==> config.mk <==
export PLATFORM = sky130hd
export DESIGN_NAME = res_rail_sequencer
export DESIGN_NICKNAME = d
export VERILOG_FILES = /design/src/hdl/res_pkg.sv /design/src/hdl/res_delay_timer.sv /design/src/hdl/res_rail_sequencer.sv
export SDC_FILE = /design/constraint.sdc
export NUM_CORES = 1
export LEC_CHECK = 0
export BUFFER_PORTS_ARGS = -buffer_cell sky130_fd_sc_hd__buf_2
export CELL_PAD_IN_SITES_DETAIL_PLACEMENT = 1
export CELL_PAD_IN_SITES_GLOBAL_PLACEMENT = 2
export CORE_AREA = 3 3 147 106
export CTS_BUF_LIST = sky130_fd_sc_hd__clkbuf_8
export DETAILED_ROUTE_END_ITERATION = 10
export DIE_AREA = 0 0 150 109
export GPL_TIMING_DRIVEN = 0
export PLACE_DENSITY_LB_ADDON = 0.05
export SLEW_MARGIN = 0
export SYNTH_ARGS = -nofsm -noshare
export SYNTH_HDL_FRONTEND = slang
export SYNTH_SLANG_ARGS = --single-unit
==> constraint.sdc <==
create_clock -name clk_sys -period 6.4 [get_ports clk_sys]
set_clock_uncertainty 0.2 [all_clocks]
set_input_delay 1.28 -clock clk_sys [delete_from_list [all_inputs] [get_ports clk_sys]]
set_output_delay 1.28 -clock clk_sys [all_outputs]
set_load 0.005 [all_outputs]
==> src/hdl/res_pkg.sv <==
// Constants, register map and reset banks of the rail enable sequencer
package res_pkg;

  // ---------------------------------------------------------------
  // Timing
  // ---------------------------------------------------------------
  localparam int CLK_PERIOD_NS = 10;
  localparam int MS_UNIT_NS    = 1000000;
  localparam int MS_CYCLES     = MS_UNIT_NS / CLK_PERIOD_NS;
  localparam int PRE_W         = 24;
  localparam int DLY_MS_W      = 7;

  // ---------------------------------------------------------------
  // Register indices, byte address is four times the index
  // ---------------------------------------------------------------
  localparam logic [7:0] RC1_MASK_IDX = 8'h07;
  localparam logic [7:0] RC1_CFG_IDX  = 8'h08;
  localparam logic [7:0] RC1_DLY_IDX  = 8'h09;
  localparam logic [7:0] RC2_MASK_IDX = 8'h0a;
  localparam logic [7:0] STATUS_IDX   = 8'h30;

  // ---------------------------------------------------------------
  // Field positions
  // ---------------------------------------------------------------
  localparam int CFG_SWB_BIT    = 0;
  localparam int CFG_SHARED_BIT = 1;
  localparam int CFG_SEL_LSB    = 2;
  localparam int CFG_STEP_BIT   = 5;
  localparam int DLY_ON_LSB     = 0;
  localparam int DLY_OFF_LSB    = 3;

  // ---------------------------------------------------------------
  // Enable source codes
  // ---------------------------------------------------------------
  localparam logic [2:0] SEL_IN1    = 3'h0;
  localparam logic [2:0] SEL_IN2    = 3'h1;
  localparam logic [2:0] SEL_IN5    = 3'h2;
  localparam logic [2:0] SEL_IN4    = 3'h3;
  localparam logic [2:0] SEL_IN3    = 3'h4;
  localparam logic [2:0] SEL_IN3_4  = 3'h5;
  localparam logic [2:0] SEL_IN6    = 3'h6;
  localparam logic [2:0] SEL_ALWAYS = 3'h7;

  // ---------------------------------------------------------------
  // Synchroniser vector positions
  // ---------------------------------------------------------------
  localparam int SYN_W      = 18;
  localparam int SYN_EN_LSB = 0;
  localparam int SYN_BANK   = 6;
  localparam int SYN_PG_LSB = 7;
  localparam int SYN_PG_C3  = 8;
  localparam int SYN_PG_MSB = 14;
  localparam int SYN_SWB    = 15;
  localparam int SYN_SHARED = 16;
  localparam int SYN_PG_C1  = 17;

  // ---------------------------------------------------------------
  // Reset values of the two stored banks
  // ---------------------------------------------------------------
  localparam logic [7:0] BANK0_RC1_MASK = 8'h00;
  localparam logic [7:0] BANK0_RC1_CFG  = 8'hc0;
  localparam logic [7:0] BANK0_RC1_DLY  = 8'h00;
  localparam logic [7:0] BANK0_RC2_MASK = 8'h00;
  localparam logic [7:0] BANK1_RC1_MASK = 8'hff;
  localparam logic [7:0] BANK1_RC1_CFG  = 8'hdf;
  localparam logic [7:0] BANK1_RC1_DLY  = 8'h09;
  localparam logic [7:0] BANK1_RC2_MASK = 8'hff;

  typedef enum logic [1:0] {ST_OFF, ST_WAIT_ON, ST_ON, ST_WAIT_OFF} res_state_t;

  // Delay code to milliseconds
  function automatic logic [DLY_MS_W-1:0] res_delay_ms(input logic [2:0] code);
    logic [DLY_MS_W-1:0] ms;
    case (code)
      3'h0: ms = 7'h00;
      3'h1: ms = 7'h02;
      3'h2: ms = 7'h04;
      3'h3: ms = 7'h08;
      3'h4: ms = 7'h10;
      3'h5: ms = 7'h18;
      3'h6: ms = 7'h20;
      default: ms = 7'h40;
    endcase
    return ms;
  endfunction

endpackage

==> src/hdl/res_delay_timer.sv <==
// Millisecond edge delay timer, restarted per edge
`timescale 1ns/100ps
`default_nettype none
module res_delay_timer import res_pkg::*; #(
  parameter int MS_TICK_CYCLES = MS_CYCLES
) (
  // Clock and reset
  input  wire logic       clk_sys,
  input  wire logic       rstn,
  // Control
  input  wire logic       restart,
  input  wire logic [2:0] delayCode,
  // Status
  output logic            expired
);

  logic [PRE_W-1:0]    pre_reg;
  logic [DLY_MS_W-1:0] ms_reg;
  logic [DLY_MS_W-1:0] target_reg;
  logic                running_reg;
  logic                expired_reg;
  int                  elapsed;

  // ---------------------------------------------------------------
  // Counter, prescaler restarts with every edge
  // ---------------------------------------------------------------
  always_ff @(posedge clk_sys) begin
    if (!rstn) begin
      pre_reg     <= '0;
      ms_reg      <= '0;
      target_reg  <= '0;
      running_reg <= 1'b0;
      expired_reg <= 1'b0;
    end else if (restart) begin
      pre_reg     <= '0;
      ms_reg      <= '0;
      target_reg  <= res_delay_ms(delayCode);
      running_reg <= 1'b1;
      expired_reg <= 1'b0;
    end else if (running_reg) begin
      if (ms_reg == target_reg) begin
        running_reg <= 1'b0;
        expired_reg <= 1'b1;
      end else if (pre_reg == PRE_W'(MS_TICK_CYCLES - 1)) begin
        pre_reg <= '0;
        ms_reg  <= ms_reg + 7'h01;
      end else begin
        pre_reg <= pre_reg + 24'h000001;
      end
    end
  end

  assign expired = expired_reg;

  // ---------------------------------------------------------------
  // Checks
  // ---------------------------------------------------------------
  always_ff @(posedge clk_sys) begin
    if (!rstn || restart) begin
      elapsed <= 0;
    end else if (running_reg) begin
      elapsed <= elapsed + 1;
    end
  end

  a_delay_exact: assert property (@(posedge clk_sys) disable iff (!rstn)
    $rose(expired_reg) |-> elapsed == int'(target_reg) * MS_TICK_CYCLES + 1)
    else $error("Edge delay differs from programmed value");

endmodule
`default_nettype wire

==> src/hdl/res_rail_sequencer.sv <==
// Rail enable sequencer: masks, source select, edge delays, register slave
//
// Behaviour
// - rail_c1 eight-bit mask over other rails' power_good
// - Mask 0 uses power_good, 1 ignores it
// - Config bits 1,0 mask shared slot, switch_b
// - Bits 4:2 choose which enable input drives
// - Code 111 enables without any pin
// - Bit 5 selects 10 mV or 25 mV step
// - Bits 5:3 delay response to falling enable
// - Bits 2:0 delay response to rising enable
// - Delays stay within ten percent of nominal
// - rail_c2 mask, bit 0 masks rail_c1
//
// Local design decision: the Avalon-MM slave port.
`timescale 1ns/100ps
`default_nettype none
module res_rail_sequencer import res_pkg::*; #(
  parameter int MS_TICK_CYCLES = MS_CYCLES
) (
  // Clock and reset
  input  wire logic        clk_sys,
  input  wire logic        rstn,
  // Avalon-MM slave
  input  wire logic [9:0]  avs_address,
  input  wire logic        avs_read,
  input  wire logic        avs_write,
  input  wire logic [31:0] avs_writedata,
  input  wire logic [3:0]  avs_byteenable,
  output logic [31:0]      avs_readdata,
  output logic             avs_waitrequest,
  // Enable input pins
  input  wire logic        enableInput1,
  input  wire logic        enableInput2,
  input  wire logic        enableInput3,
  input  wire logic        enableInput4,
  input  wire logic        enableInput5,
  input  wire logic        enableInput6,
  // Reset bank select strap
  input  wire logic        otpBankSelect,
  // Power good of other rails
  input  wire logic        pgoodRailC1,
  input  wire logic        pgoodRailC2,
  input  wire logic        pgoodRailC3,
  input  wire logic        pgoodRailD4,
  input  wire logic        pgoodRailD5,
  input  wire logic        pgoodRailD6,
  input  wire logic        pgoodSwitchA,
  input  wire logic        pgoodLdoGp2,
  input  wire logic        pgoodLdoGp3,
  input  wire logic        pgoodSwitchB,
  input  wire logic        pgoodSharedSlot,
  // Rail controls
  output logic             railC1Enable,
  output logic             railC1VoltageStep,
  output logic             railC2PgoodOk
);

  // ---------------------------------------------------------------
  // Declarations
  // ---------------------------------------------------------------
  logic [SYN_W-1:0] rawIn;
  logic [SYN_W-1:0] syncA_reg;
  logic [SYN_W-1:0] syncB_reg;
  logic [7:0]       rc1Mask_reg;
  logic [7:0]       rc1Cfg_reg;
  logic [7:0]       rc1Dly_reg;
  logic [7:0]       rc2Mask_reg;
  logic             loadPending_reg;
  logic             ackPending_reg;
  logic [31:0]      readData_reg;
  logic [7:0]       regIdx;
  logic             busWr;
  logic             busRd;
  logic [31:0]      readValue;
  logic [7:0]       rc1PgVec;
  logic [7:0]       rc2PgVec;
  logic             rc1PgoodOk;
  logic             rc1PgoodOk_reg;
  logic             rc2PgoodOk_reg;
  logic [2:0]       enableSource;
  logic             selEnable;
  res_state_t       state_reg;
  res_state_t       state_next;
  logic             timerRestart;
  logic [2:0]       timerCode;
  logic             timerExpired;
  logic             railC1Enable_reg;
  int               waitCnt;

  // ---------------------------------------------------------------
  // Input synchronisers
  // ---------------------------------------------------------------
  assign rawIn = {pgoodRailC1, pgoodSharedSlot, pgoodSwitchB, pgoodLdoGp3,
                  pgoodLdoGp2, pgoodSwitchA, pgoodRailD6, pgoodRailD5,
                  pgoodRailD4, pgoodRailC3, pgoodRailC2, otpBankSelect,
                  enableInput6, enableInput5, enableInput4, enableInput3,
                  enableInput2, enableInput1};

  genvar gi;
  generate
    for (gi = 0; gi < SYN_W; gi++) begin : g_sync
      always_ff @(posedge clk_sys) begin
        syncA_reg[gi] <= rawIn[gi];
        syncB_reg[gi] <= syncA_reg[gi];
      end
    end
  endgenerate

  // ---------------------------------------------------------------
  // Avalon-MM handshake, one wait state per access
  // ---------------------------------------------------------------
  assign regIdx          = avs_address[9:2];
  assign avs_waitrequest = (avs_read | avs_write) & ~ackPending_reg;
  assign busWr           = avs_write & ackPending_reg & avs_byteenable[0];
  assign busRd           = avs_read & ~ackPending_reg;

  always_ff @(posedge clk_sys) begin
    if (!rstn) begin
      ackPending_reg <= 1'b0;
    end else begin
      ackPending_reg <= (avs_read | avs_write) & ~ackPending_reg;
    end
  end

  // ---------------------------------------------------------------
  // Read mux, unmapped words read zero
  // ---------------------------------------------------------------
  always_comb begin
    readValue = 32'h00000000;
    case (regIdx)
      RC1_MASK_IDX: readValue[7:0] = rc1Mask_reg;
      RC1_CFG_IDX:  readValue[7:0] = rc1Cfg_reg;
      RC1_DLY_IDX:  readValue[7:0] = rc1Dly_reg;
      RC2_MASK_IDX: readValue[7:0] = rc2Mask_reg;
      STATUS_IDX:   readValue[7:0] = {3'h0, timerExpired, rc2PgoodOk_reg,
                                      rc1PgoodOk_reg, selEnable, railC1Enable_reg};
      default:      readValue = 32'h00000000;
    endcase
  end

  always_ff @(posedge clk_sys) begin
    if (!rstn) begin
      readData_reg <= 32'h00000000;
    end else if (busRd) begin
      readData_reg <= readValue;
    end
  end

  assign avs_readdata = readData_reg;

  // ---------------------------------------------------------------
  // Configuration registers with bank load after reset
  // ---------------------------------------------------------------
  always_ff @(posedge clk_sys) begin
    if (!rstn) begin
      loadPending_reg <= 1'b1;
    end else begin
      loadPending_reg <= 1'b0;
    end
  end

  always_ff @(posedge clk_sys) begin
    if (!rstn) begin
      rc1Mask_reg <= BANK0_RC1_MASK;
      rc1Cfg_reg  <= BANK0_RC1_CFG;
      rc1Dly_reg  <= BANK0_RC1_DLY;
      rc2Mask_reg <= BANK0_RC2_MASK;
    end else if (loadPending_reg) begin
      rc1Mask_reg <= syncB_reg[SYN_BANK] ? BANK1_RC1_MASK : BANK0_RC1_MASK;
      rc1Cfg_reg  <= syncB_reg[SYN_BANK] ? BANK1_RC1_CFG  : BANK0_RC1_CFG;
      rc1Dly_reg  <= syncB_reg[SYN_BANK] ? BANK1_RC1_DLY  : BANK0_RC1_DLY;
      rc2Mask_reg <= syncB_reg[SYN_BANK] ? BANK1_RC2_MASK : BANK0_RC2_MASK;
    end else if (busWr) begin
      case (regIdx)
        RC1_MASK_IDX: rc1Mask_reg <= avs_writedata[7:0];
        RC1_CFG_IDX:  rc1Cfg_reg  <= avs_writedata[7:0];
        RC1_DLY_IDX:  rc1Dly_reg  <= avs_writedata[7:0];
        RC2_MASK_IDX: rc2Mask_reg <= avs_writedata[7:0];
        default:      rc1Mask_reg <= rc1Mask_reg;
      endcase
    end
  end

  assign railC1VoltageStep = rc1Cfg_reg[CFG_STEP_BIT];

  // ---------------------------------------------------------------
  // Power good qualification
  // ---------------------------------------------------------------
  assign rc1PgVec = syncB_reg[SYN_PG_MSB:SYN_PG_LSB];
  assign rc2PgVec = {syncB_reg[SYN_PG_MSB:SYN_PG_C3], syncB_reg[SYN_PG_C1]};

  assign rc1PgoodOk = (&(rc1PgVec | rc1Mask_reg))
                    & (syncB_reg[SYN_SHARED] | rc1Cfg_reg[CFG_SHARED_BIT])
                    & (syncB_reg[SYN_SWB] | rc1Cfg_reg[CFG_SWB_BIT]);

  always_ff @(posedge clk_sys) begin
    if (!rstn) begin
      rc1PgoodOk_reg <= 1'b0;
      rc2PgoodOk_reg <= 1'b0;
    end else begin
      rc1PgoodOk_reg <= rc1PgoodOk;
      rc2PgoodOk_reg <= &(rc2PgVec | rc2Mask_reg);
    end
  end

  assign railC2PgoodOk = rc2PgoodOk_reg;

  // ---------------------------------------------------------------
  // Enable source select
  // ---------------------------------------------------------------
  assign enableSource = rc1Cfg_reg[CFG_SEL_LSB +: 3];

  always_comb begin
    case (enableSource)
      SEL_IN1:    selEnable = syncB_reg[SYN_EN_LSB];
      SEL_IN2:    selEnable = syncB_reg[SYN_EN_LSB + 1];
      SEL_IN5:    selEnable = syncB_reg[SYN_EN_LSB + 4];
      SEL_IN4:    selEnable = syncB_reg[SYN_EN_LSB + 3];
      SEL_IN3:    selEnable = syncB_reg[SYN_EN_LSB + 2];
      SEL_IN3_4:  selEnable = syncB_reg[SYN_EN_LSB + 2] & syncB_reg[SYN_EN_LSB + 3];
      SEL_IN6:    selEnable = syncB_reg[SYN_EN_LSB + 5];
      SEL_ALWAYS: selEnable = 1'b1;
      default:    selEnable = 1'b0;
    endcase
  end

  // ---------------------------------------------------------------
  // Enable sequencing
  // ---------------------------------------------------------------
  always_comb begin
    state_next   = state_reg;
    timerRestart = 1'b0;
    timerCode    = rc1Dly_reg[DLY_ON_LSB +: 3];
    case (state_reg)
      ST_OFF: begin
        if (selEnable) begin
          state_next   = ST_WAIT_ON;
          timerRestart = 1'b1;
        end
      end
      ST_WAIT_ON: begin
        if (!selEnable) begin
          state_next = ST_OFF;
        end else if (timerExpired && rc1PgoodOk_reg) begin
          state_next = ST_ON;
        end
      end
      ST_ON: begin
        if (!selEnable) begin
          state_next   = ST_WAIT_OFF;
          timerRestart = 1'b1;
          timerCode    = rc1Dly_reg[DLY_OFF_LSB +: 3];
        end
      end
      ST_WAIT_OFF: begin
        if (selEnable) begin
          state_next = ST_ON;
        end else if (timerExpired) begin
          state_next = ST_OFF;
        end
      end
      default: state_next = ST_OFF;
    endcase
  end

  always_ff @(posedge clk_sys) begin
    if (!rstn) begin
      state_reg        <= ST_OFF;
      railC1Enable_reg <= 1'b0;
    end else begin
      state_reg        <= state_next;
      railC1Enable_reg <= (state_next == ST_ON) || (state_next == ST_WAIT_OFF);
    end
  end

  assign railC1Enable = railC1Enable_reg;

  res_delay_timer #(
    .MS_TICK_CYCLES (MS_TICK_CYCLES)
  ) u_timer (
    .clk_sys   (clk_sys),
    .rstn      (rstn),
    .restart   (timerRestart),
    .delayCode (timerCode),
    .expired   (timerExpired)
  );

  // ---------------------------------------------------------------
  // Checks
  // ---------------------------------------------------------------
  always_ff @(posedge clk_sys) begin
    if (!rstn || state_reg == ST_OFF || state_reg == ST_ON) begin
      waitCnt <= 0;
    end else begin
      waitCnt <= waitCnt + 1;
    end
  end

  a_enable_needs_power_good: assert property (@(posedge clk_sys) disable iff (!rstn)
    $rose(railC1Enable) |-> $past(rc1PgoodOk_reg) && $past(selEnable))
    else $error("Enable rose without power good or enable input");

  a_on_delay_min: assert property (@(posedge clk_sys) disable iff (!rstn)
    $rose(railC1Enable) && $past(state_reg) == ST_WAIT_ON
      |-> waitCnt >= int'(res_delay_ms(rc1Dly_reg[2:0])) * MS_TICK_CYCLES)
    else $error("Enable rose before the rising delay");

  a_off_delay_min: assert property (@(posedge clk_sys) disable iff (!rstn)
    $fell(railC1Enable) |-> waitCnt >= int'(res_delay_ms(rc1Dly_reg[5:3])) * MS_TICK_CYCLES)
    else $error("Enable fell before the falling delay");

  a_c1_mask_gate: assert property (@(posedge clk_sys) disable iff (!rstn)
    !rc1Mask_reg[0] && !syncB_reg[SYN_PG_LSB] |=> !rc1PgoodOk_reg)
    else $error("Unmasked rail_c2 power good ignored");

  a_c1_switch_gate: assert property (@(posedge clk_sys) disable iff (!rstn)
    !rc1Cfg_reg[CFG_SWB_BIT] && !syncB_reg[SYN_SWB] |=> !rc1PgoodOk_reg)
    else $error("Unmasked switch_b power good ignored");

  a_c2_all_masked: assert property (@(posedge clk_sys) disable iff (!rstn)
    rc2Mask_reg == 8'hff |=> railC2PgoodOk)
    else $error("Fully masked rail_c2 not qualified");

  a_const_enable: assert property (@(posedge clk_sys) disable iff (!rstn)
    enableSource == SEL_ALWAYS && state_reg == ST_OFF |=> state_reg == ST_WAIT_ON)
    else $error("Constant enable source did not start");

  a_src_and: assert property (@(posedge clk_sys) disable iff (!rstn)
    enableSource == SEL_IN3_4 && !(syncB_reg[2] && syncB_reg[3]) && state_reg == ST_OFF
      |=> state_reg == ST_OFF)
    else $error("Combined source started on a single input");

  a_step_write: assert property (@(posedge clk_sys) disable iff (!rstn)
    busWr && regIdx == RC1_CFG_IDX && !loadPending_reg
      |=> railC1VoltageStep == $past(avs_writedata[5]))
    else $error("Step select did not follow write");

  a_bank_load: assert property (@(posedge clk_sys) disable iff (!rstn)
    loadPending_reg && syncB_reg[SYN_BANK] |=> rc1Cfg_reg == BANK1_RC1_CFG && rc2Mask_reg == BANK1_RC2_MASK)
    else $error("Bank one values not loaded");

endmodule
`default_nettype wire

## Yosys cells after proc, flatten, opt, wreduce, memory -nomap -nowiden

Cells that the tools add are included.

- Input bits: 68
- Word-level logic and storage cells: 149
- Bits in registers: 123
- Output and inout bits: 36

- Mux-type cells: 35
- Eq/ne operators: 25
- Bitwise operators: 15
- Reduce and logical (&&, ||, !) cells: 20
- Add/sub/neg operators: 2

Operator list:

| kind | count |
|---|---|
| 2-to-1 mux 8 bit | 13 |
| one-hot mux 7 bit (7 select lines) | 1 |
| one-hot mux 8 bit (5 select lines) | 1 |
| adder 24 x 1 -> 24 bit (second input constant) | 1 |
| equality test 24 x 17 -> 1 bit (second input constant) | 1 |
| equality test 8 x 4 -> 1 bit (second input constant) | 3 |
| 2-to-1 mux 24 bit | 1 |
| equality test 3 bit (second input constant) | 7 |
| bitwise OR 8 bit | 2 |
| AND reduction 8 bit | 2 |
| equality test 3 x 2 -> 1 bit (second input constant) | 4 |
| 2-to-1 mux 2 bit | 6 |
| AND reduction 2 bit | 6 |
| nonzero test 2 bit | 5 |
| equality test 2 bit (second input constant) | 4 |
| equality test 8 x 3 -> 1 bit (second input constant) | 1 |
| equality test 8 x 6 -> 1 bit (second input constant) | 1 |
| one-hot mux 1 bit (8 select lines) | 1 |
| one-hot mux 2 bit (4 select lines) | 1 |
| adder 7 x 1 -> 7 bit (second input constant) | 1 |
| bitwise AND 1 bit | 7 |
| equality test 7 bit | 1 |
| equality test 3 x 1 -> 1 bit (second input constant) | 2 |
| logical NOT 3 bit | 2 |
| other kinds (13) | 23 |

## Longest topological paths before layout

Gate-level depths: netlist of run 1.

- Depth after elaboration: 6
- Mapped depth: 8
- Depth with buffers taken out: 6

## Modules after synthesis

From an unflattened synthesis of run 1, not the netlist that was laid out.

- Cells, all modules: 556
- Area total of the unflattened synthesis: 5245.0 µm²

Modules (own cells, without submodules):

| module | seq. area each (µm²) | area each (µm²) | cells an instance | instances |
|---|---|---|---|---|
| res_rail_sequencer | 1661.6 | 3220.6 | 323 | 1 |
| res_delay_timer | 780.7 | 2024.4 | 233 | 1 |

## Worst setup path after synthesis of run 1

OpenSTA, ideal clock, no wires.

- Path kind: in2reg
- From: in avs_address[5]
- To: reg rc1Mask_reg[6]
- Setup time: 0.086 ns
- Required time: 6.114 ns
- Cell stages on the path: 7
- Arrival time: 2.950 ns
- Buffers on the path: 2
- Slack: 3.165 ns
- Path through: buf_2 > nor3_1 > nor4b_4 > a41o_2 > buf_4 > nor2_1 > a211oi_1

- Cells in the longest elaborated chain, start to end: 3

RTL lines:

| what | RTL line | RTL |
|---|---|---|
| start, declared | res_rail_sequencer.sv:25 | `input wire logic [9:0] avs_address,` |
| equality test 8 x 3 -> 1 bit | res_rail_sequencer.sv:175 | `case (regIdx)` |
| nonzero test 2 bit (no source line) | - |  |
| AND reduction 2 bit (no source line) | - |  |
| end signal, assigned | res_rail_sequencer.sv:170 | `rc1Mask_reg <= syncB_reg[SYN_BANK] ? BANK1_RC1_MASK : BANK0_RC1_MASK;` |
| end signal, assigned | res_rail_sequencer.sv:176 | `RC1_MASK_IDX: rc1Mask_reg <= avs_writedata[7:0];` |
| end signal, assigned | res_rail_sequencer.sv:180 | `default: rc1Mask_reg <= rc1Mask_reg;` |
| end, declared | res_rail_sequencer.sv:65 | `logic [7:0] rc1Mask_reg;` |

No other way between the ends.
A chain may end at the register's enable or synchronous reset.

## Worst setup path in the final report of run 1

- From: in avs_address[5]
- To: reg rc1Mask_reg[5]

Same word-level chain as after synthesis.

==> metrics.csv, run 1 <==
stage,metric,value,unit
drt,Metal-1 WL,8490,µm
critical_path,R2R Path End,u_timer.pre_reg[1]$_SDFFE_PP0P_,
placed_design,Buffers on Ports,46,
sta,WHS,0.132,ns
pwr,Comb pwr share,0.090,
grt,grt total ovfl,0,
die,chip width,150,µm
sta,Fin. Hold Viols,0,
cts,TritonCTS buffer count,17,
sta,Slew @ Worst Pin,0.886,ns
critical_path,CP startpoint,avs_address[5],
die,Die Ht,109,µm
synthesis,Post-Syn Instances,567,
drt,total vias in the final route,4580,
finish,Layout Utilization,0.442,
finish,Non-Filler Instances,858,
synthesis,"count leader, synth",dfxtp_1,
cts,Max Buffers Root-to-Sink,2,
pwr,switching share of power,0.298,
synthesis,XOR/XNOR Fraction of Synth Area,0.0434,
cts,CTS tree,built,
sta,"Setup violations, final",0,
critical_path,FF-to-FF Start,rc1Cfg_reg[4]$_SDFFE_PN0P_,
drt,Final ANT Viol Nets,0,
drt,vias per std cell,5.34,
synthesis,Simple-Gate Fraction of Synth Area,0.183,
synthesis,Compound-Gate Fraction of Synth Area,0.191,
synthesis,Mean Syn Cell Area,9.26,µm²
sta,TNS Setup,0,ns
pwr,Reg power frac,0.487,
synthesis,"EDFF count, synth",0,
die,die area,16400,µm²
drt,DRC violations left,0,
sta,unrepaired setup endpoints after global routing,false,
placed_design,placed insts,826,
placed_design,DP Worst Slack,2.64,ns
grt,vias in the first global route,4572,
cts,post-CTS setup buffers,0,
critical_path,largest fanout on the critical path,10,
drt,Total Wirelength,15900,µm
sta,fin. max-slew vios,0,
finish,share of cells above drive strength 1,0.190,
drt,met2 wire len,5870,µm
status,outcome,finished clean,
critical_path,Worst Setup End Kind,register,
die,io pins,104,
sta,Tmin final,3.31,ns
die,row cnt,36,
synthesis,"area leader, netlist",dfxtp_1,
synthesis,#FFs+latches synth,122,
synthesis,synth cell count leaders,"dfxtp_1 (122), nor2_1 (54), a21oi_1 (44)",
drt,initial drt markers,296,
sta,f_max,0.302,GHz
pwr,switching power,0.497,mW
synthesis,prevailing post-synth register cell,dfxtp_1,
critical_path,Setup Crit Path Kind,primary input to register,
sta,Final Cycle Share,0.518,
synthesis,Async SR Flop Fraction,0,
die,core box area,14100,µm²
grt,first-pass GRT wire length,25300,µm
pwr,Pint,1.17,mW
finish,Area Overhead vs Synth,18.4,%
critical_path,startpoint types,primary input,
min_path,Min-Delay Path Depth,0,
cts,htree depth,4,
synthesis,count of unique library cells instantiated by Yosys,63,
critical_path,Worst Reg-to-Reg Cells,8,
min_path,HP Class,register to register,
sta,fin worst setup slack,3.09,ns
pwr,Clock power frac,0.423,
synthesis,"Cell Area, Synth",5250,µm²
drt,DR top layer,met4,
sta,Max-slew headroom,0.405,
synthesis,top cell type's share of synthesized area,0.465,
critical_path,critical path arrival,3.48,ns
synthesis,mux contribution to synthesized area,0.0431,
grt,largest net degree at the start of global routing,17,
grt,initial antenna violation count,0,
cts,clk slew on worst S/H paths,0.08,ns
drt,wire length per cell,18.5,µm
placed_design,GPL Wtd Cong,0.861,
finish,Final #Nets,725,
critical_path,FF-to-FF setup slack,3.65,ns
finish,Largest register FFs,24,
placed_design,detailed placement HPWL,12200,µm
synthesis,Synth area leaders,"dfxtp_1 (46%), a21oi_1 (4.2%), nor2_1 (3.9%), mux2i_1 (3.8%), buf_4 (3.6%)",
pwr,power per cell area,269,nW/µm²
synthesis,"Seq/Total Area, Yosys",0.465,
cts,hold_buf cts,0,
pwr,Lkg Pwr,2.31,nW
pwr,VDD IR max,0.000176,V
run,max_cap viols,0,
drt,met3 wire len,1340,µm
cts,clk root buf,clkbuf_8,
cts,clock sink total,122,
synthesis,adder-cell share of the synthesized area,0.00476,
drt,DRT Pass-1 Iters,5,
synthesis,Yosys warning count,0,
cts,Skew-Pair Late Insertion Delay,0.45,ns
grt,Tot GR Track Use,0.204,
die,Initial Utilization,0.374,
finish,Diodes inserted,0,
critical_path,end of the critical path,rc1Mask_reg[5]$_SDFFE_PN0P_,
cts,Resize count post-CTS,0,
synthesis,largest family of logic cells by synthesized area,compound AO/OA/AOI/OAI gates,
critical_path,WP data required,6.57,ns
cells in the final DEF, fill, tap and decap left out, types with 6 or more instances in the layout:
cell type / count
dfxtp_1: 122
buf_2: 55
nor2_1: 54
a21oi_1: 44
nand2_1: 26
buf_4: 25
conb_1: 24
a211oi_1: 22
mux2i_1: 20
o21ai_0: 20
nand3_1: 19
xnor2_1: 17
clkbuf_8: 17
clkbuf_1: 16
nand4_1: 14
inv_1: 14
nor3_1: 12
or4_1: 11
a2111oi_0: 10
o22ai_1: 9
and3_1: 9
xor2_1: 9
o31ai_1: 7
a221oi_1: 7
inv_6: 6
worst max-delay path, stage by stage:
cell      delay (ns)
buf_2           0.15
nor3_1          0.54
nor4b_4         0.62
a41o_2          0.40
buf_4           0.22
nor2_1          0.06
a211oi_1        0.21
cells by family (layout without fill, tap and decap cells):
logic type | count (synthesis) | after routing
fa+ha+maj | 2 | 2
compound gates | 148 | 148
xor+xnor | 26 | 26
flops | 122 | 122
buf+inv | 68 | 146
simple gates | 178 | 178
mux | 22 | 22
other cells | 1 | 24
worst min-delay path by stage:
stage / from / endpoint / slack, ns
6_report: syncA_reg[0]$_DFF_P_ / syncB_reg[0]$_DFF_P_ / 0.13
5_1_grt: syncA_reg[0]$_DFF_P_ / syncB_reg[0]$_DFF_P_ / 0.14
4_1_cts: syncA_reg[6]$_DFF_P_ / syncB_reg[6]$_DFF_P_ / 0.13
3_5_place_dp: syncA_reg[7]$_DFF_P_ / rc1PgVec[0]$_DFF_P_ / 0.11
3_3_place_gp: syncA_reg[13]$_DFF_P_ / rc1PgVec[6]$_DFF_P_ / 0.11
2_1_floorplan: syncA_reg[7]$_DFF_P_ / rc1PgVec[0]$_DFF_P_ / 0.11
power groups by stage:
stage	registers, mW	logic, mW	clock network [mW]
4_1_cts	0.813	0.148	0.729
3_3_place_gp	0.830	0.143	0
6_report	0.814	0.151	0.706
5_1_grt	0.817	0.167	0.766
2_1_floorplan	0.820	0.0952	0
3_5_place_dp	0.831	0.147	0
layout make-up:
| class | instances | area (µm²) |
|---|---|---|
| timing repair buffer | 46 | 230 |
| buffer | 52 | 302 |
| clock buffer | 17 | 234 |
| tap | 190 | 238 |
| fill | 1695 | 7840 |
| clock inverter | 15 | 171 |
| multi-input combinational | 400 | 2540 |
| inverter | 16 | 60.1 |
| sequential | 122 | 2440 |
metrics by stage:
step	total power, mW	area (µm²)
final	1.67	6220
after global routing	1.75	6220
after CTS	1.69	6210
after detailed placement	0.978	5810
after global placement	0.973	5810
after floorplan	0.915	5340
per-layer routing:
metal,global-route usage,vias to the layer above
met5,0,-
met4,0.0535,0
met3,0.0798,23
met2,0.267,136
met1,0.308,2186
li1,-,2235
Power figures use the tool's default switching activity.
==> run 2: changes to the inputs <==
ABC_AREA = 1   (was default)
CORE_AREA = 3 3 163 117   (was 3 3 147 106)
DIE_AREA = 0 0 166 120   (was 0 0 150 109)
clock period = 3.22 ns   (was 6.4 ns; I/O delays follow)
==> run 2 against run 1 <==
  * Register-to-register slack got worse by 2.8 ns
  * Worst hold slack worse by 0.048 ns
  * Setup slack lost 2.2 ns
  * Synthesized cell count is 34% higher
  * Largest cell class unchanged
  * Largest power group unchanged
  * Highest routed layer unchanged
==> metrics.csv, run 2 <==
stage,metric,value,unit,change
placed_design,detailed placement HPWL,14300,µm,was 12200 µm
pwr,switching power,0.964,mW,was 0.497 mW
die,core box area,17800,µm²,was 14100 µm²
critical_path,Critical Path Slowest Stage Cell,dfxtp_1,,was nor4b_4
pwr,Reg power frac,0.492,,was 0.487
placed_design,Buffers on Ports,49,,was 46
sta,Max-slew headroom,0.476,,was 0.405
synthesis,synth cell count leaders,"nand2_1 (173), dfxtp_1 (122), nor2_1 (79)",,"was dfxtp_1 (122), nor2_1 (54), a21oi_1 (44)"
grt,vias in the first global route,5400,,was 4572
grt,initial antenna violation count,0,,unchanged
min_path,HP Class,primary input to register,,was register to register
critical_path,crit-path leading delay family,simple AND/OR/NAND/NOR gates,,unchanged
synthesis,"Seq/Total Area, Yosys",0.423,,was 0.465
drt,vias per std cell,4.78,,was 5.34
placed_design,Placed Area,6400,µm²,was 5810 µm²
critical_path,Worst Path Buf+Inv,1,,was 2
pwr,VDD IR max,0.000192,V,was 0.000176 V
grt,M1 GR Usage,0.281,,was 0.308
cts,htree depth,4,,unchanged
finish,Diodes inserted,0,,unchanged
die,row cnt,41,,was 36
finish,most frequent cells in the layout,"nand2_1 (173), dfxtp_1 (122), nor2_1 (79)",,"was dfxtp_1 (122), buf_2 (55), nor2_1 (54)"
placed_design,GPL Wtd Cong,0.825,,was 0.861
die,Die Ht,120,µm,was 109 µm
finish,filler cell count,2202,,was 1695
status,outcome,finished clean,,unchanged
critical_path,startpoint types,register,,was primary input
finish,multi-input combinational cell area,2820,µm²,was 2540 µm²
synthesis,prevailing post-synth register cell,dfxtp_1,,unchanged
sta,TNS Setup,0,ns,unchanged
pwr,Lkg Pwr,2.79,nW,was 2.31 nW
finish,Final Instance Area,6770,µm²,was 6220 µm²
die,Initial Utilization,0.324,,was 0.374
drt,DRC violations left,0,,unchanged
critical_path,Worst Reg-to-Reg Cells,10,,was 8
drt,total vias in the final route,5265,,was 4580
drt,DRT Pass-1 Iters,4,,was 5
synthesis,Async SR Flop Fraction,0,,unchanged
sta,fin. max-slew vios,0,,unchanged
sta,Slew @ Worst Pin,0.781,ns,was 0.886 ns
pwr,Pint,2.30,mW,was 1.17 mW
synthesis,Yosys warning count,0,,unchanged
grt,first-pass GRT wire length,29200,µm,was 25300 µm
critical_path,max incr delay on CP,0.45,ns,was 0.62 ns
die,chip width,166,µm,was 150 µm
pwr,switching share of power,0.295,,was 0.298
pwr,Comb pwr share,0.099,,was 0.090
finish,register area,2440,µm²,unchanged
drt,Final ANT Viol Nets,0,,unchanged
sta,f_max,0.424,GHz,
cts,Skew-Pair Late Insertion Delay,0.45,ns,about the same
critical_path,Setup Crit Path Kind,register to register,,was primary input to register
run,max_cap viols,0,,unchanged
critical_path,Crit. path cell count,10,,was 7
finish,share of cells above drive strength 1,0.218,,was 0.190
drt,wire length per cell,16.3,µm,was 18.5 µm
sta,WHS,0.0843,ns,was 0.132 ns
cts,hold_buf cts,0,,unchanged
die,die area,19900,µm²,was 16400 µm²
grt,largest net degree at the start of global routing,17,,unchanged
critical_path,FF-to-FF setup slack,0.86,ns,was 3.65 ns
finish,Largest register FFs,24,,unchanged
finish,Non-Filler Instances,1101,,was 858
cts,clk slew on worst S/H paths,0.09,ns,was 0.08 ns
critical_path,FF-to-FF Start,u_timer.pre_reg[0]$_SDFFE_PP0P_,,was rc1Cfg_reg[4]$_SDFFE_PN0P_
pwr,power per cell area,482,nW/µm²,was 269 nW/µm²
synthesis,"Cell Area, Synth",5770,µm²,was 5250 µm²
critical_path,crit path cell chain,ha_1 -> nand2_2 -> nor2_4 -> inv_2 -> nor2_4 -> nand3_4 -> nor2_8 -> nand2_2 -> nand2_1 -> a21oi_2,,was buf_2 -> nor3_1 -> nor4b_4 -> a41o_2 -> buf_4 -> nor2_1 -> a211oi_1
placed_design,placed insts,1069,,was 826
critical_path,largest fanout on the critical path,10,,unchanged
synthesis,#FFs+latches synth,122,,unchanged
sta,Fin. Hold Viols,0,,unchanged
sta,unrepaired setup endpoints after global routing,false,,unchanged
grt,M2 GR Usage,0.260,,was 0.267
synthesis,"area leader, netlist",dfxtp_1,,unchanged
synthesis,"count leader, synth",nand2_1,,was dfxtp_1
cts,post-CTS setup buffers,0,,unchanged
synthesis,Post-Syn Instances,761,,was 567
drt,initial drt markers,263,,was 296
sta,Final Cycle Share,0.732,,
sta,Tmin final,2.36,ns,
synthesis,count of unique library cells instantiated by Yosys,46,,was 63
synthesis,Mean Syn Cell Area,7.58,µm²,was 9.26 µm²
finish,Area Overhead vs Synth,17.4,%,was 18.4%
finish,Final #Nets,922,,was 725
grt,Tot GR Track Use,0.185,,was 0.204
finish,"commonest non-fill, non-tap cell in the layout",nand2_1,,was dfxtp_1
critical_path,Worst Setup End Kind,register,,unchanged
cts,clock sink total,122,,unchanged
cts,TritonCTS buffer count,17,,unchanged
critical_path,CP startpoint,u_timer.pre_reg[0]$_SDFFE_PP0P_,,was avs_address[5]
critical_path,R2R Path End,u_timer.ms_reg[3]$_SDFFE_PP0P_,,was u_timer.pre_reg[1]$_SDFFE_PP0P_
grt,GR Util met3,0.0405,,was 0.0798
pwr,Clock power frac,0.409,,was 0.423
min_path,Min-Delay Path Depth,1,,was 0
grt,GRT busiest layer,met1,,unchanged
synthesis,top cell type's share of synthesized area,0.423,,was 0.465
grt,grt total ovfl,0,,unchanged
cts,Max Buffers Root-to-Sink,2,,unchanged
drt,Total Wirelength,17900,µm,was 15900 µm
critical_path,WP data required,3.36,ns,was 6.57 ns
cts,Resize count post-CTS,0,,unchanged
cts,clk root buf,clkbuf_8,,unchanged
cts,CTS tree,built,,unchanged
critical_path,critical path arrival,2.50,ns,was 3.48 ns
synthesis,Synth area leaders,"dfxtp_1 (42%), nand2_1 (11%), nand3_1 (5.2%), nor2_1 (5.1%), a21oi_2 (4.2%)",,"was dfxtp_1 (46%), a21oi_1 (4.2%), nor2_1 (3.9%), mux2i_1 (3.8%), buf_4 (3.6%)"
die,io pins,104,,unchanged
synthesis,"EDFF count, synth",0,,unchanged
sta,"Setup violations, final",0,,unchanged
critical_path,end of the critical path,u_timer.ms_reg[3]$_SDFFE_PP0P_,,was rc1Mask_reg[5]$_SDFFE_PN0P_
-- run 2: cell families (layout without fill, tap and decap cells) --
| group | Yosys count | after routing | share of synthesized area |
|---|---|---|---|
| fa+ha+maj | 2 | 2 | 0.00433 |
| buf+inv | 118 | 199 | 0.103 |
| flops | 122 | 122 | 0.423 |
| compound gates | 119 | 119 | 0.131 |
| xor+xnor | 13 | 13 | 0.0197 |
| other cells | 1 | 24 | 0.000650 |
| simple gates | 386 | 386 | 0.318 |
-- run 2: how the worst min path moves through the flow --
stage | start | to | slack [ns]
after floorplan | syncA_reg[7]$_DFF_P_ | rc1PgVec[0]$_DFF_P_ | 0.11
after global placement | syncA_reg[12]$_DFF_P_ | rc1PgVec[5]$_DFF_P_ | 0.11
after detailed placement | syncA_reg[12]$_DFF_P_ | rc1PgVec[5]$_DFF_P_ | 0.11
after CTS | pgoodRailD6 | syncA_reg[11]$_DFF_P_ | 0.06
after global routing | pgoodRailD6 | syncA_reg[11]$_DFF_P_ | 0.05
final | pgoodRailD6 | syncA_reg[11]$_DFF_P_ | 0.08
-- run 2: final cells by class --
class,instances,area share
Sequential cell,122,0.361
Clock buffer,17,0.0345
Inverter,76,0.0429
Timing Repair Buffer,49,0.0362
Buffer,42,0.0451
Multi-Input combinational cell,544,0.416
Clock inverter,15,0.0209
Tap cell,236,0.0436
-- run 2: per-stage QoR --
stage | worst slack, ns | utilization | total power, mW
CTS | 0.836 | 0.381 | 3.31
global placement | 0.534 | 0.359 | 1.96
finish | 0.864 | 0.381 | 3.27
detailed placement | 0.502 | 0.359 | 1.97
global route | 0.625 | 0.381 | 3.41
floorplan | 1.26 | - | 1.85
-- run 2: metal layers --
metal / part of all wire / routed length, µm / vias to the layer above
li1: - / - / 2634
met1: 0.53 / 9570 / 2513
met2: 0.40 / 7120 / 106
met3: 0.060 / 1070 / 12
met4: 0.0086 / 155 / 0
met5: 0 / 0 / -
-- run 2: power groups by stage --
| stage | clock, mW | combinational [mW] | sequential (mW) |
|---|---|---|---|
| after global routing | 1.43 | 0.363 | 1.61 |
| after detailed placement | 0 | 0.325 | 1.64 |
| final | 1.34 | 0.325 | 1.61 |
| after global placement | 0 | 0.316 | 1.64 |
| after floorplan | 0 | 0.223 | 1.63 |
| after CTS | 1.37 | 0.326 | 1.61 |
-- run 2: worst reg2reg max path, cell delays in order (launching register included) --
cell	delay (ns)
dfxtp_1	0.45
ha_1	0.32
nand2_2	0.14
nor2_4	0.18
inv_2	0.08
nor2_4	0.13
nand3_4	0.21
nor2_8	0.24
nand2_2	0.14
nand2_1	0.13
a21oi_2	0.05
